`config.mk`:
```
export PLATFORM = sky130hd
export DESIGN_NAME = phase_sequencer
export DESIGN_NICKNAME = d
export VERILOG_FILES = /design/src/hdl/seq_pkg.sv /design/src/hdl/int_queue.sv /design/src/hdl/phase_sequencer.sv
export VERILOG_INCLUDE_DIRS = /design/src /design/src/hdl
export SDC_FILE = /design/constraint.sdc
export NUM_CORES = 1
export LEC_CHECK = 0
export ABC_AREA = 1
export BUFFER_PORTS_ARGS = -buffer_cell sky130_fd_sc_hd__buf_2
export CORE_ASPECT_RATIO = 0.75
export CORE_MARGIN = 2
export CORE_UTILIZATION = 25
export CTS_CLUSTER_DIAMETER = 60
export DETAILED_ROUTE_END_ITERATION = 8
export REMOVE_ABC_BUFFERS = 1
export SLEW_MARGIN = 10
export SYNTH_ARGS = -nofsm -noshare
export SYNTH_HDL_FRONTEND = slang
export SYNTH_SLANG_ARGS = --single-unit
```
`constraint.sdc`:
```
create_clock -name hclk -period 2.6 [get_ports hclk]
set_input_delay 0.26 -clock hclk [delete_from_list [all_inputs] [get_ports hclk]]
set_output_delay 0.26 -clock hclk [all_outputs]
set_load 0.01 [all_outputs]
```
`src/hdl/seq_regs.svh`:
```
// register offsets, field positions, codes and timing counts of the sequencer
`ifndef SEQ_REGS_SVH
`define SEQ_REGS_SVH
`define REG_CMD 6'h00
`define REG_CTRL 6'h01
`define REG_MSGLEN 6'h02
`define REG_CDBCFG 6'h03
`define REG_RETRY 6'h04
`define REG_TMO 6'h05
`define REG_INT 6'h06
`define REG_STAT 6'h07
`define CTRL_AUTO_ACK 0
`define CTRL_AUTO_RX 1
`define CTRL_INIT 2
`define CMD_PARITY 8
`define CODE_RESET 8'h01
`define CODE_TMO 8'h2c
`define CODE_FREE 8'h31
`define CODE_PHCHG 8'h32
`define CODE_BADPH 8'h54
`define CODE_RXMSG 8'h55
`define CODE_RXSTS 8'h56
`define CODE_DONE 8'h60
`define CODE_DOUBLE 8'h64
`define CODE_ILLEGAL 8'h65
`define CODE_PARITY 8'h66
`define CODE_PAUSE 8'h67
`define CODE_LATEFREE 8'h70
`define CODE_SELTMO 8'h82
`define STEP_0 8'h00
`define STEP_1 8'h01
`define STEP_2 8'h02
`define STEP_3 8'h03
`define STEP_4 8'h04
`define STEP_5 8'h05
`define STEP_AUTO_OR 8'h08
`define MSG_MAX 8'h20
`define SEL_TMO_CYC 16'h0100
`define QUEUE_DEPTH 2'h2
`endif

```
`src/hdl/seq_pkg.sv`:
```
// types shared by the sequencer files
package seq_pkg;
	typedef enum logic [4:0] {
		op_send_data = 5'h00,
		op_recv_data = 5'h01,
		op_send_status = 5'h02,
		op_recv_cmd = 5'h03,
		op_sel_cmd = 5'h04,
		op_sel_1msg_cmd = 5'h05,
		op_sel_nmsg_cmd = 5'h06
	} op_t;
	typedef enum logic [2:0] {
		st_idle = 3'h0,
		st_bus_free = 3'h1,
		st_arb = 3'h2,
		st_sel = 3'h3,
		st_xfer = 3'h4,
		st_after = 3'h5
	} state_t;
	typedef enum logic [2:0] {
		ph_data_out = 3'h0,
		ph_data_in = 3'h1,
		ph_command = 3'h2,
		ph_status = 3'h3,
		ph_msg_out = 3'h6,
		ph_msg_in = 3'h7
	} phase_t;
endpackage

```
`src/hdl/int_queue.sv`:
```
// two-entry queue of pending code/step pairs with registered read data
`timescale 1ns/1ns
`default_nettype none
`include "seq_regs.svh"
module int_queue (
	input wire logic hclk,
	input wire logic hresetn,
	input wire logic push,
	input wire logic [15:0] push_data,
	input wire logic pop,
	output logic [15:0] head,
	output logic not_empty
);
	typedef struct packed {
		logic [15:0] e0;
		logic [15:0] e1;
		logic [1:0] cnt;
		logic [15:0] head;
		logic ne;
	} q_t;
	q_t q, next_q;
	// pop shifts, push appends; full queue drops the newest entry
	always_comb begin
		next_q = q;
		if (pop && q.cnt != 2'h0) begin
			next_q.e0 = q.e1;
			next_q.cnt = q.cnt - 2'h1;
		end
		if (push && next_q.cnt != `QUEUE_DEPTH) begin
			if (next_q.cnt == 2'h0)
				next_q.e0 = push_data;
			else
				next_q.e1 = push_data;
			next_q.cnt = next_q.cnt + 2'h1;
		end
		next_q.head = next_q.e0;
		next_q.ne = (next_q.cnt != 2'h0);
	end
	always_ff @(posedge hclk or negedge hresetn) begin
		if (!hresetn)
			q <= '0;
		else
			q <= next_q;
	end
	assign head = q.head;
	assign not_empty = q.ne;
endmodule
`default_nettype wire

```
`src/hdl/phase_sequencer.sv`:
```
// phase sequencer: runs commands, reports code/step pairs over AHB-Lite
`timescale 1ns/1ns
`default_nettype none
`include "seq_regs.svh"
module phase_sequencer (
	input wire logic hclk,
	input wire logic hresetn,
	input wire logic hsel,
	input wire logic [31:0] haddr,
	input wire logic [1:0] htrans,
	input wire logic hwrite,
	input wire logic [2:0] hsize,
	input wire logic [31:0] hwdata,
	input wire logic hready,
	output logic [31:0] hrdata,
	output logic hreadyout,
	output logic hresp,
	input wire logic bus_free,
	input wire logic bus_reset,
	input wire logic arb_won,
	input wire logic arb_lost,
	input wire logic reselected,
	input wire logic sel_busy,
	input wire logic cmd_pause,
	input wire logic req,
	input wire logic [2:0] req_phase,
	input wire logic byte_done,
	input wire logic req_ack_timeout,
	input wire logic single_msg_in,
	input wire logic single_status_in,
	output logic [2:0] drive_phase,
	output logic phase_drive,
	output logic atn,
	output logic ack_held,
	output logic busy
);
	typedef struct packed {
		seq_pkg::state_t st;
		seq_pkg::op_t op;
		logic [7:0] step;
		logic [7:0] left;
		logic [3:0] tries;
		logic [15:0] seltmr;
		logic first_req;
		logic msg_done;
		logic nexus;
		logic double_pend;
		logic resel_pend;
		logic [2:0] ctrl;
		logic [7:0] msglen;
		logic [7:0] cdbcfg;
		logic [3:0] retry;
		logic [7:0] xlen;
		logic wr_pend;
		logic rd_pend;
		logic [5:0] widx;
		logic [31:0] rdata;
		logic [2:0] phase;
		logic pdrive;
		logic atn;
		logic ackh;
		logic busy;
	} s_t;
	s_t s, next_s;
	logic push;
	logic [15:0] push_data;
	logic pop;
	logic [15:0] head;
	logic not_empty;
	logic [5:0] ridx;
	logic [8:0] wcmd;

	int_queue u_queue (
		.hclk(hclk),
		.hresetn(hresetn),
		.push(push),
		.push_data(push_data),
		.pop(pop),
		.head(head),
		.not_empty(not_empty)
	);

	// odd parity over the command byte and its parity bit
	function automatic logic par_bad(input logic [8:0] w);
		par_bad = ~^w;
	endfunction
	// true for ops that begin with a selection
	function automatic logic is_sel(input seq_pkg::op_t o);
		is_sel = (o == seq_pkg::op_sel_cmd) || (o == seq_pkg::op_sel_1msg_cmd)
			|| (o == seq_pkg::op_sel_nmsg_cmd);
	endfunction

	// address phase decode, read index follows the current address
	assign ridx = haddr[7:2];
	assign wcmd = hwdata[8:0];
	assign pop = hsel && hready && htrans[1] && !hwrite
		&& ridx == `REG_INT && not_empty;

	// whole sequencer: bus slave, command decode and phase walk
	always_comb begin
		next_s = s;
		push = 1'b0;
		push_data = '0;
		next_s.wr_pend = hsel && hready && htrans[1] && hwrite;
		next_s.rd_pend = hsel && hready && htrans[1] && !hwrite;
		if (next_s.wr_pend)
			next_s.widx = ridx;
		// read data registered for the data phase
		next_s.rdata = '0;
		if (next_s.rd_pend) begin
			unique case (ridx)
				`REG_CTRL: next_s.rdata = {29'h0, s.ctrl};
				`REG_MSGLEN: next_s.rdata = {24'h0, s.msglen};
				`REG_CDBCFG: next_s.rdata = {24'h0, s.cdbcfg};
				`REG_RETRY: next_s.rdata = {28'h0, s.retry};
				`REG_INT: next_s.rdata = {15'h0, not_empty, head};
				`REG_STAT: next_s.rdata = {16'h0, s.step, 2'h0, s.nexus,
					s.busy, 1'b0, s.st};
				default: next_s.rdata = '0;
			endcase
		end
		// register writes and command intake
		if (s.wr_pend) begin
			unique case (s.widx)
				`REG_CTRL: next_s.ctrl = hwdata[2:0];
				`REG_MSGLEN: next_s.msglen = hwdata[7:0];
				`REG_CDBCFG: next_s.cdbcfg = hwdata[7:0];
				`REG_RETRY: next_s.retry = hwdata[3:0];
				`REG_CMD: begin
					if (par_bad(wcmd)) begin
						push = 1'b1;
						push_data = {`CODE_PARITY, `STEP_0};
					end else if (s.st != seq_pkg::st_idle) begin
						next_s.double_pend = 1'b1;
					end else if (not_empty) begin
						push = 1'b1;
						push_data = {`CODE_DOUBLE, `STEP_0};
					end else if (wcmd[7:5] != 3'h0
						|| wcmd[4:0] > 5'h06
						|| (s.ctrl[`CTRL_INIT] && wcmd[4:0] < 5'h04)
						|| (wcmd[4:0] < 5'h04 && !s.nexus)
						|| (wcmd[4:0] >= 5'h04 && s.nexus)) begin
						push = 1'b1;
						push_data = {`CODE_ILLEGAL, `STEP_0};
					end else begin
						next_s.op = seq_pkg::op_t'(wcmd[4:0]);
						next_s.step = `STEP_0;
						next_s.busy = 1'b1;
						next_s.tries = '0;
						next_s.msg_done = 1'b0;
						next_s.first_req = 1'b1;
						next_s.xlen = s.msglen;
						next_s.st = is_sel(next_s.op) ? seq_pkg::st_bus_free
							: seq_pkg::st_xfer;
					end
				end
				default: ;
			endcase
		end
		// idle: ack left held in manual mode is released at bus free and reported as free
		if (s.st == seq_pkg::st_idle && s.ackh && bus_free) begin
			next_s.ackh = 1'b0;
			push = 1'b1;
			push_data = {`CODE_FREE, `STEP_0};
		end
		unique case (s.st)
			seq_pkg::st_idle: ;
			seq_pkg::st_bus_free: begin
				if (bus_reset) begin
					push = 1'b1;
					push_data = {`CODE_RESET, `STEP_0};
					next_s.st = seq_pkg::st_idle;
				end else if (reselected && s.resel_pend) begin
					push = 1'b1;
					push_data = {`CODE_DOUBLE, `STEP_0};
					next_s.nexus = 1'b1;
					next_s.st = seq_pkg::st_idle;
				end else if (bus_free) begin
					next_s.step = `STEP_1;
					next_s.st = seq_pkg::st_arb;
				end
			end
			seq_pkg::st_arb: begin
				if (bus_reset) begin
					push = 1'b1;
					push_data = {`CODE_RESET, `STEP_1};
					next_s.st = seq_pkg::st_idle;
				end else if (cmd_pause) begin
					push = 1'b1;
					push_data = {`CODE_PAUSE, `STEP_1};
					next_s.st = seq_pkg::st_idle;
				end else if (arb_lost) begin
					next_s.resel_pend = 1'b1;
					next_s.step = `STEP_0;
					next_s.st = seq_pkg::st_bus_free;
				end else if (arb_won) begin
					next_s.step = `STEP_2;
					next_s.seltmr = '0;
					next_s.st = seq_pkg::st_sel;
				end
			end
			seq_pkg::st_sel: begin
				next_s.seltmr = s.seltmr + 16'h1;
				if (bus_reset) begin
					push = 1'b1;
					push_data = {`CODE_RESET, `STEP_2};
					next_s.st = seq_pkg::st_idle;
				end else if (sel_busy) begin
					next_s.nexus = 1'b1;
					next_s.resel_pend = 1'b0;
					next_s.atn = (s.op != seq_pkg::op_sel_cmd);
					next_s.step = `STEP_3;
					next_s.st = seq_pkg::st_xfer;
					if (s.op == seq_pkg::op_sel_1msg_cmd && s.msglen > `MSG_MAX) begin
						push = 1'b1;
						push_data = {`CODE_DOUBLE, `STEP_3};
						next_s.atn = 1'b0;
						next_s.st = seq_pkg::st_idle;
					end
				end else if (s.seltmr == `SEL_TMO_CYC) begin
					next_s.seltmr = '0;
					if (s.tries == s.retry) begin
						push = 1'b1;
						push_data = {`CODE_SELTMO, `STEP_2};
						next_s.st = seq_pkg::st_idle;
					end else begin
						next_s.tries = s.tries + 4'h1;
						next_s.step = `STEP_0;
						next_s.st = seq_pkg::st_bus_free;
					end
				end
			end
			seq_pkg::st_xfer: begin
				if (!is_sel(s.op)) begin
					next_s.step = `STEP_1;
					next_s.pdrive = 1'b1;
					unique case (s.op)
						seq_pkg::op_send_data: next_s.phase = seq_pkg::ph_data_in;
						seq_pkg::op_recv_data: next_s.phase = seq_pkg::ph_data_out;
						seq_pkg::op_send_status: next_s.phase = seq_pkg::ph_status;
						default: next_s.phase = seq_pkg::ph_command;
					endcase
					if (s.pdrive && byte_done) begin
						next_s.left = s.left - 8'h1;
						if (s.left == 8'h1 || s.op == seq_pkg::op_send_status) begin
							push = 1'b1;
							push_data = {`CODE_DONE, `STEP_2};
							next_s.pdrive = 1'b0;
							next_s.st = seq_pkg::st_idle;
						end
					end
					if (!s.pdrive)
						next_s.left = s.xlen;
				end else if (bus_reset) begin
					push = 1'b1;
					push_data = {`CODE_RESET, s.step};
					next_s.st = seq_pkg::st_idle;
				end else if (req_ack_timeout) begin
					push = 1'b1;
					push_data = {`CODE_TMO, s.step};
					next_s.st = seq_pkg::st_idle;
				end else if (bus_free) begin
					push = 1'b1;
					push_data = {s.first_req ? `CODE_LATEFREE : `CODE_FREE,
						s.first_req ? `STEP_2 : s.step};
					next_s.nexus = 1'b0;
					next_s.st = seq_pkg::st_idle;
				end else if (req) begin
					next_s.first_req = 1'b0;
					if (s.first_req && req_phase != ((s.atn && !s.msg_done)
						? seq_pkg::ph_msg_out : seq_pkg::ph_command)) begin
						next_s.st = seq_pkg::st_idle;
						push = 1'b1;
						if (s.ctrl[`CTRL_AUTO_RX] && single_msg_in) begin
							push_data = {`CODE_RXMSG, s.step};
							next_s.atn = 1'b0;
						end else if (s.ctrl[`CTRL_AUTO_RX] && single_status_in) begin
							push_data = {`CODE_RXSTS, s.step};
							next_s.atn = 1'b0;
						end else begin
							push_data = {`CODE_BADPH, s.step};
						end
					end else if (!s.first_req && req_phase != s.phase) begin
						push = 1'b1;
						push_data = {`CODE_PHCHG, s.step};
						next_s.st = seq_pkg::st_idle;
					end else if (req_phase == seq_pkg::ph_command && s.first_req
						&& (s.cdbcfg == 8'h00 || wcmd_grp(s.cdbcfg))) begin
						push = 1'b1;
						push_data = {`CODE_ILLEGAL, s.step};
						next_s.st = seq_pkg::st_idle;
					end else begin
						next_s.phase = req_phase;
					end
				end else if (byte_done) begin
					if (s.atn && !s.msg_done) begin
						next_s.msg_done = 1'b1;
						next_s.atn = 1'b0;
						next_s.first_req = 1'b1;
						next_s.step = `STEP_4;
					end else begin
						next_s.st = seq_pkg::st_after;
						next_s.step = s.step + 8'h1;
						next_s.ackh = !s.ctrl[`CTRL_AUTO_ACK];
						push = 1'b1;
						push_data = {`CODE_DONE, s.ctrl[`CTRL_AUTO_ACK]
							? (s.step + 8'h1) | `STEP_AUTO_OR
							: s.step + 8'h1};
					end
				end
			end
			seq_pkg::st_after: begin
				next_s.st = seq_pkg::st_idle;
			end
			default: next_s.st = seq_pkg::st_idle;
		endcase
		// deferred double reception reported after the result
		if (s.double_pend && next_s.st == seq_pkg::st_idle && !push) begin
			push = 1'b1;
			push_data = {`CODE_DOUBLE, `STEP_0};
			next_s.double_pend = s.wr_pend && s.widx == `REG_CMD
				&& !par_bad(wcmd); // a command landing now: set wins
		end
		if (next_s.st == seq_pkg::st_idle) begin
			next_s.busy = 1'b0;
			if (is_sel(s.op))
				next_s.pdrive = 1'b0;
		end
	end

	// group 3/4 descriptor flagged by the descriptor group field
	function automatic logic wcmd_grp(input logic [7:0] c);
		wcmd_grp = (c[7:5] == 3'h3) || (c[7:5] == 3'h4);
	endfunction

	always_ff @(posedge hclk or negedge hresetn) begin
		if (!hresetn)
			s <= '0;
		else
			s <= next_s;
	end

	// outputs straight from the state register, hreadyout and hresp tied off
	assign hrdata = s.rdata;
	assign hreadyout = 1'b1;
	assign hresp = 1'b0;
	assign drive_phase = s.phase;
	assign phase_drive = s.pdrive;
	assign atn = s.atn;
	assign ack_held = s.ackh;
	assign busy = s.busy;
endmodule
`default_nettype wire

```
==> impl_results.md, run 1 <==
* Status: finished clean
* Final Instance Area at between 10000 and 15000 um^2
* Cts bufs inserted at 17
* Crit path max-delay cell type: dfrtp_1
* FMAX at 402 MHz
* Clock skew at 0.00988 ns
* Reg2reg setup slack at 0.11 ns
* Die Wd at 224 um
* Final count of negative-setup-slack endpoints at 0
* Vias per cell at around 4.7
* Core ar. at about 36000 um^2
* Final hold violation count at 0
* Worst min path class: in2reg
* Hold Crit Endpoint: s[44]
* Hold Path Depth at 3
* Io pins at 130
* NumNets Final at 1484
* Final slew viol count at 0
* Vias in the first global route at 8358
* Layout cells sized above 1 at 17.6%
* Peak supply drop at 0.000345 V
* DRT antenna net count at 0
* Final setup TNS at 0 ns
* Worst Reg-to-Reg Cells at 13
* Worst slew pin tran at 0.739 ns
* R2r endpoint: u_queue.q[44]
* Syn Std Cell Area at 9060 um^2
* Die Ht at 169 um
* Mean routed wirelength per cell at 16.3 um
* CTS tree: done
* # rows at 60
* Sequential group share of total power at 42.8%
* DR pass1 iterations at 5
* Initial antenna violation count at 0
* Post-synth ARST share at 100%
* Slew margin rel. at 50.3%
* Placed Area at 10200 um^2
* Clk slew on worst S/H paths at 0.06 ns
* GRT overflow at 0
* Worst r2r src: s[44]
* Antenna cells at 0
* Yosys warns at 0
* DP HPWL at between 20000 and 25000 um
* Starting Density at 25.3%
* WP buf/inv at 3
* CP Data Required Time at 2.97 ns
* Mean Syn Cell Area at 7.09 um^2
* Origin of the worst min-delay path: haddr[7]
* Nature of the critical path endpoint: flip-flop
* Distinct cells, synth at 50
* Gp weighted congestion at 0.993
* Largest net degree at the start of global routing at 61
* I/O Buffers at 59
* Comb power frac at approximately 15%
* NetSw at 1.81 mW
* First-pass GRT wire length at about 48000 um
* Total vias in the final route at ~8800
* Register area share after synthesis at 40.3%
* Routed wire length at between 30000 and 40000 um
* Htree depth at 4
* Die area at about 38000 um^2
* Most Frequent Cell on Critical Path: nand2_1
* GRT Overall Usage at 16.5%
* Pwr Density at 560 nW/um^2
* Delay-heaviest family, CP: simple AND/OR/NAND/NOR gates
* Final Critical Period at 2.49 ns
* P_leak at 5.50 nW
* EDFF count, synth at 0
* DRC Markers at 0
* Largest stage delay, worst path at approximately 0.38 ns
* Prevailing post-synth register cell: dfrtp_1
* Tot Pwr at around 6.1 mW
* CTS sink cnt at 146
* Clock Tree Root: clkbuf_16
* Worst EP arrival at around 2.9 ns
* Maxcap violations at 0
* Worst Path Max Fanout at 3
* Yosys reg bits at roughly 150
* CP Class: reg2reg
* Clock power share at 42.2%
* Setup bufs post-CTS at 0
* CP cell instances: or2_1 > nor2_2 > nand2_1 > inv_1 > nand2_1 > inv_2 > o21ai_0 > buf_4 > o21ai_0 > nand4_1 > a22oi_2 > nand2_1 > nand2_1
* Sw Share at 29.5%
* Clock Latency Late Sink at ~0.43 ns
* CTS Buffer Depth at 2
* Gate Count Post-Synth at 1278
* CP startpoint kind: flip-flop
* Area grow syn2layout at 20.7%
* Cell-internal power at roughly 4.3 mW
* DR iter-0 viols at roughly 910
* Crit share post-route at 95.7%
[worst max-delay path by stage]
stage	cells past startpoint	from	slack, ns	end
after CTS	17	s[65]	0.04	u_queue.q[41]
after global placement	17	hwdata[3]	-0.09	u_queue.q[44]
after detailed placement	22	hwdata[3]	-0.05	u_queue.not_empty
after floorplan	17	haddr[7]	-0.08	u_queue.q[35]
final	13	s[44]	0.11	u_queue.q[44]
after global routing	16	s[83]	-0.006	u_queue.q[48]
[worst min-delay path: stages]
cell and delay, ns:
buf_2 0.09, nand2_1 0.05, nand2_1 0.05
[kinds of logic after synthesis]
group	synth area share, %
AOI/OAI and AO/OA	14.9
buffers and inverters	11.9
DFF	40.3
xor gates and xnor gates	0.870
and+or+nand+nor	30.3
adders and majority gates	1.66
other	0.0829
[layout make-up]
class | count | area [um^2]
multi-input combinational | 907 | 4500
inverter | 176 | 663
clock buffer | 22 | 494
fill | 3878 | 24900
timing repair buffer | 135 | 925
tap | 465 | 582
clock inverter | 10 | 121
sequential | 146 | 3650
[Yosys cell counts (all sizes together), types with 5 or more instances]
cell	n	area share, %
xor2	6	0.58
inv	172	7.2
a21oi	60	3.5
nor3	20	1.2
nor4	5	0.35
nor2	187	8.3
nand3	81	4.8
buf	47	3.9
o21ai	104	6.0
dfrtp	146	40
o21a	5	0.41
o22ai	15	1.0
nand4	19	1.3
ha	12	1.7
o211ai	16	1.3
nand2	324	14
clkbuf	17	0.70
[repair_timing]
action	CTS	global route
hold endpoints to repair	57	0
gates resized for setup	0	29
endpoints found under the setup margin	0	38
hold buffers	1	0
[registers in the layout, summed over array words and instances, names as in the netlist]
register / flops
s: 87
u_queue.q: 34
hrdata: 17
drive_phase: 3
ack_held: 1
atn: 1
busy: 1
phase_drive: 1
u_queue.not_empty: 1
[layout by cell type (no fill, tap or decap), drive strengths merged, types with 2 or more instances in the layout]
master / Yosys / final
nand2: 324 / 324
nor2: 187 / 187
inv: 172 / 174
dfrtp: 146 / 146
buf: 47 / 134
o21ai: 104 / 104
nand3: 81 / 81
a21oi: 60 / 60
clkbuf: 17 / 22
nor3: 20 / 20
nand4: 19 / 19
conb: 2 / 17
o211ai: 16 / 16
o22ai: 15 / 15
ha: 12 / 12
xor2: 6 / 6
clkinv: 4 / 6
o21a: 5 / 5
nor4: 5 / 5
o221ai: 4 / 4
a221oi: 4 / 4
clkinvlp: 0 / 4
a22oi: 4 / 4
xnor2: 3 / 3
a211oi: 3 / 3
o31ai: 3 / 3
a31oi: 3 / 3
o2111ai: 2 / 2
o32ai: 2 / 2
nor3b: 2 / 2
bufinv: 0 / 2
[power groups by stage]
stage	logic [mW]	registers, mW	clock network, mW
6_report	0.921	2.62	2.59
5_1_grt	1.06	2.64	2.74
4_1_cts	0.914	2.61	2.66
3_5_place_dp	0.907	2.66	0
3_3_place_gp	0.884	2.65	0
2_1_floorplan	0.560	2.61	0
[metrics by stage]
| stage | utilization, % | std cells | hold WS, ns | worst slack [ns] |
|---|---|---|---|---|
| after floorplan | - | 1229 | -0.0356 | -0.0829 |
| after global placement | 28.5 | 1828 | 0.290 | -0.0925 |
| after detailed placement | 28.5 | 1828 | 0.296 | -0.0468 |
| after CTS | 30.2 | 1861 | 0.0255 | 0.0366 |
| after global routing | 30.5 | 1861 | 0.0458 | -0.00628 |
| final | 30.5 | 1861 | 0.0542 | 0.112 |
[layer usage]
layer  vias up  global-route usage [%]  wire, um
li1       4296                       -         -
met1      4123                    25.2     15000
met2       349                    22.4     11900
met3        27                    5.24      3120
met4         0                    3.51       354
met5         -                       0         0
Power figures use the tool's default switching activity.
==> run 2: changes to the inputs <==
--- a/config.mk
+++ b/config.mk
@@ -8,11 +8,14 @@
 export LEC_CHECK = 0
 export ABC_AREA = 1
 export BUFFER_PORTS_ARGS = -buffer_cell sky130_fd_sc_hd__buf_2
+export CELL_PAD_IN_SITES_DETAIL_PLACEMENT = 0
+export CELL_PAD_IN_SITES_GLOBAL_PLACEMENT = 2
 export CORE_ASPECT_RATIO = 0.75
 export CORE_MARGIN = 2
 export CORE_UTILIZATION = 25
 export CTS_CLUSTER_DIAMETER = 60
 export DETAILED_ROUTE_END_ITERATION = 8
+export PLACE_DENSITY_LB_ADDON = 0.1
 export REMOVE_ABC_BUFFERS = 1
 export SLEW_MARGIN = 10
 export SYNTH_ARGS = -nofsm -noshare
==> run 2 against run 1 <==
Net effect: critical path depth increased by 4; setup slack gained 0.097 ns; critical endpoint is now u_queue.q[50]; clock power increased by 2%; non-clock buffer count is 24 higher; total power is 2.3% higher; largest cell class unchanged; highest routed layer unchanged.
==> impl_results.md, run 2 (synthesis results as in run 1) <==
* Status: finished clean
* Clk slew on worst S/H paths at 0.06 ns
* Origin of the worst min-delay path: haddr[7]
* Worst Path Max Fanout at 8
* CP startpoint kind: flip-flop
* Cts bufs inserted at 17
* Vias in the first global route at between 8000 and 9000
* Die area at 37800 um^2
* Number of flip-flops in the largest register at 87
* Pwr Density at roughly 560 nW/um^2
* Htree depth at 4
* GRT Overall Usage at 18.6%
* Clock skew at 0.0179 ns
* First-pass GRT wire length at 52700 um
* RSZ-0062 raised after global routing: true
* CP Class: reg2reg
* CP Data Required Time at 2.93 ns
* DRT antenna net count at 0
* Area grow syn2layout at 22.9%
* Final slew viol count at 0
* Crit path max-delay cell type: dfrtp_1
* Worst Setup Slack, final at 0.209 ns
* Vias per cell at 4.58
* Maxcap violations at 0
* Gp weighted congestion at 0.845
* P_leak at approximately 5.7 nW
* Die Ht at approximately 170 um
* DR pass1 iterations at 5
* Nature of the critical path endpoint: flip-flop
* DRC Markers at 0
* Initial antenna violation count at 0
* Most common cell after layout, fill and taps aside: nand2_1
* Antenna cells at 0
* Worst slew pin tran at 0.918 ns
* Most Frequent Cell on Critical Path: nand2_1
* Largest net degree at the start of global routing at 55
* Routed wire length at 33800 um
* Mean routed wirelength per cell at between 15 and 20 um
* Total vias in the final route at 8630
* Layout cells sized above 1 at approximately a fifth
* DP HPWL at around 27000 um
* Slew margin rel. at 38.0%
* Final core utilization at between 30 and 40%
* CTS tree: done
* Worst min path class: in2reg
* # rows at 60
* Final Critical Period at 2.39 ns
* Most frequent cells in the layout: nand2_1, nor2_1, inv_1
* I/O Buffers at 59
* NumNets Final at 1508
* Final count of negative-setup-slack endpoints at 0
* GRT overflow at 0
* Crit share post-route at 92.0%
* Worst Reg-to-Reg Cells at 17
* Worst EP arrival at 2.73 ns
* CTS Buffer Depth at 2
* Die Wd at between 200 and 250 um
* Largest stage delay, worst path at 0.37 ns
* DP Worst Slack at -0.233 ns
* CP cell instances: or2_1 > nor2_2 > nand2_1 > inv_1 > nand2_1 > inv_2 > buf_4 > nand2_4 > a21oi_4 > o21ai_2 > nand3_2 > inv_2 > nand2_4 > nand3_4 > buf_4 > nand2_1 > o21ai_2
* FMAX at 418 MHz
* Top reg by flops: s
* DR iter-0 viols at 547
* Hold Path Depth at 3
* Core ar. at 35800 um^2
* Hold Crit Endpoint: s[44]
* Peak supply drop at 0.000316 V
* CTS sink cnt at around 150
* Worst r2r src: s[44]
* Final hold violation count at 0
* Clock Latency Late Sink at 0.45 ns
* Starting Density at 25.3%
* Reg2reg setup slack at between 0.2 and 0.25 ns
* Clock Tree Root: clkbuf_16
* R2r endpoint: u_queue.q[50]
* Io pins at between 100 and 150
run 2: changes by cell type in the layout (fill, tap and decap cells not counted), sizes merged:
| cell | previous run | this run |
|---|---|---|
| bufinv | 2 | 3 |
| clkinvlp | 4 | 1 |
| clkbuf | 22 | 20 |
| buf | 134 | 158 |
| clkinv | 6 | 9 |
run 2: what timing repair did:
item | in CTS | in global routing
hold buffers | 1 | 0
gates resized for setup | 1 | 29
pin swaps | 0 | 4
setup buffers | 0 | 4
setup endpoints to repair | 2 | 41
hold endpoints to repair | 49 | 0
run 2: cell type report:
type	instances	area, um^2
multi-input cells	907	4470
clock inverters	11	151
repair buffers	159	1160
fillers	3990	24700
well taps	465	582
inverters	176	663
clock buffers	20	457
flip-flops and latches	146	3650
run 2: routing by layer:
layer  GRT usage (%)  routed length, um  vias to the layer above
met4            3.59                244                        0
met5               0                  0                        -
li1                -                  -                     4356
met3            3.85               1540                       15
met2            27.1              14100                      151
met1            28.3              17900                     4108
run 2: worst max-delay path by stage:
stage,from,to,slack (ns),depth (start not counted)
2_1_floorplan,haddr[7],u_queue.q[35],-0.08,17
4_1_cts,s[44],u_queue.q[44],0.007,14
3_3_place_gp,hwdata[0],u_queue.q[44],-0.20,17
5_1_grt,s[83],u_queue.q[44],-0.00004,16
3_5_place_dp,hwdata[0],u_queue.q[44],-0.23,17
6_report,s[44],u_queue.q[50],0.21,17
run 2: through the flow:
| stage | cell area (um^2) | hold WS (ns) | std cells | TNS (ns) | power (mW) |
|---|---|---|---|---|---|
| finish | 11100 | 0.0284 | 1884 | 0 | 6.27 |
| global route | 11100 | 0.0432 | 1884 | -0.0000357 | 6.64 |
| floorplan | 8700 | -0.0356 | 1229 | -0.879 | 3.17 |
| CTS | 11000 | 0.0131 | 1880 | 0 | 6.35 |
| global placement | 10400 | 0.282 | 1848 | -1.80 | 3.65 |
| detailed placement | 10400 | 0.297 | 1848 | -2.51 | 3.65 |
run 2: worst max-delay path, delay by kind of cell, from the launching register on:
kind / cells / cell delay (ns)
flops: 1 / 0.37
simple gates: 9 / 1.14
buf+inv: 5 / 0.49
compound gates: 3 / 0.28
run 2: power breakdown:
group | internal, mW | leakage, nW | switching [mW]
sequential | 2.46 | 1.79 | 0.156
clock | 1.56 | 0.297 | 1.08
combinational | 0.361 | 3.57 | 0.645
total | 4.38 | 5.66 | 1.88
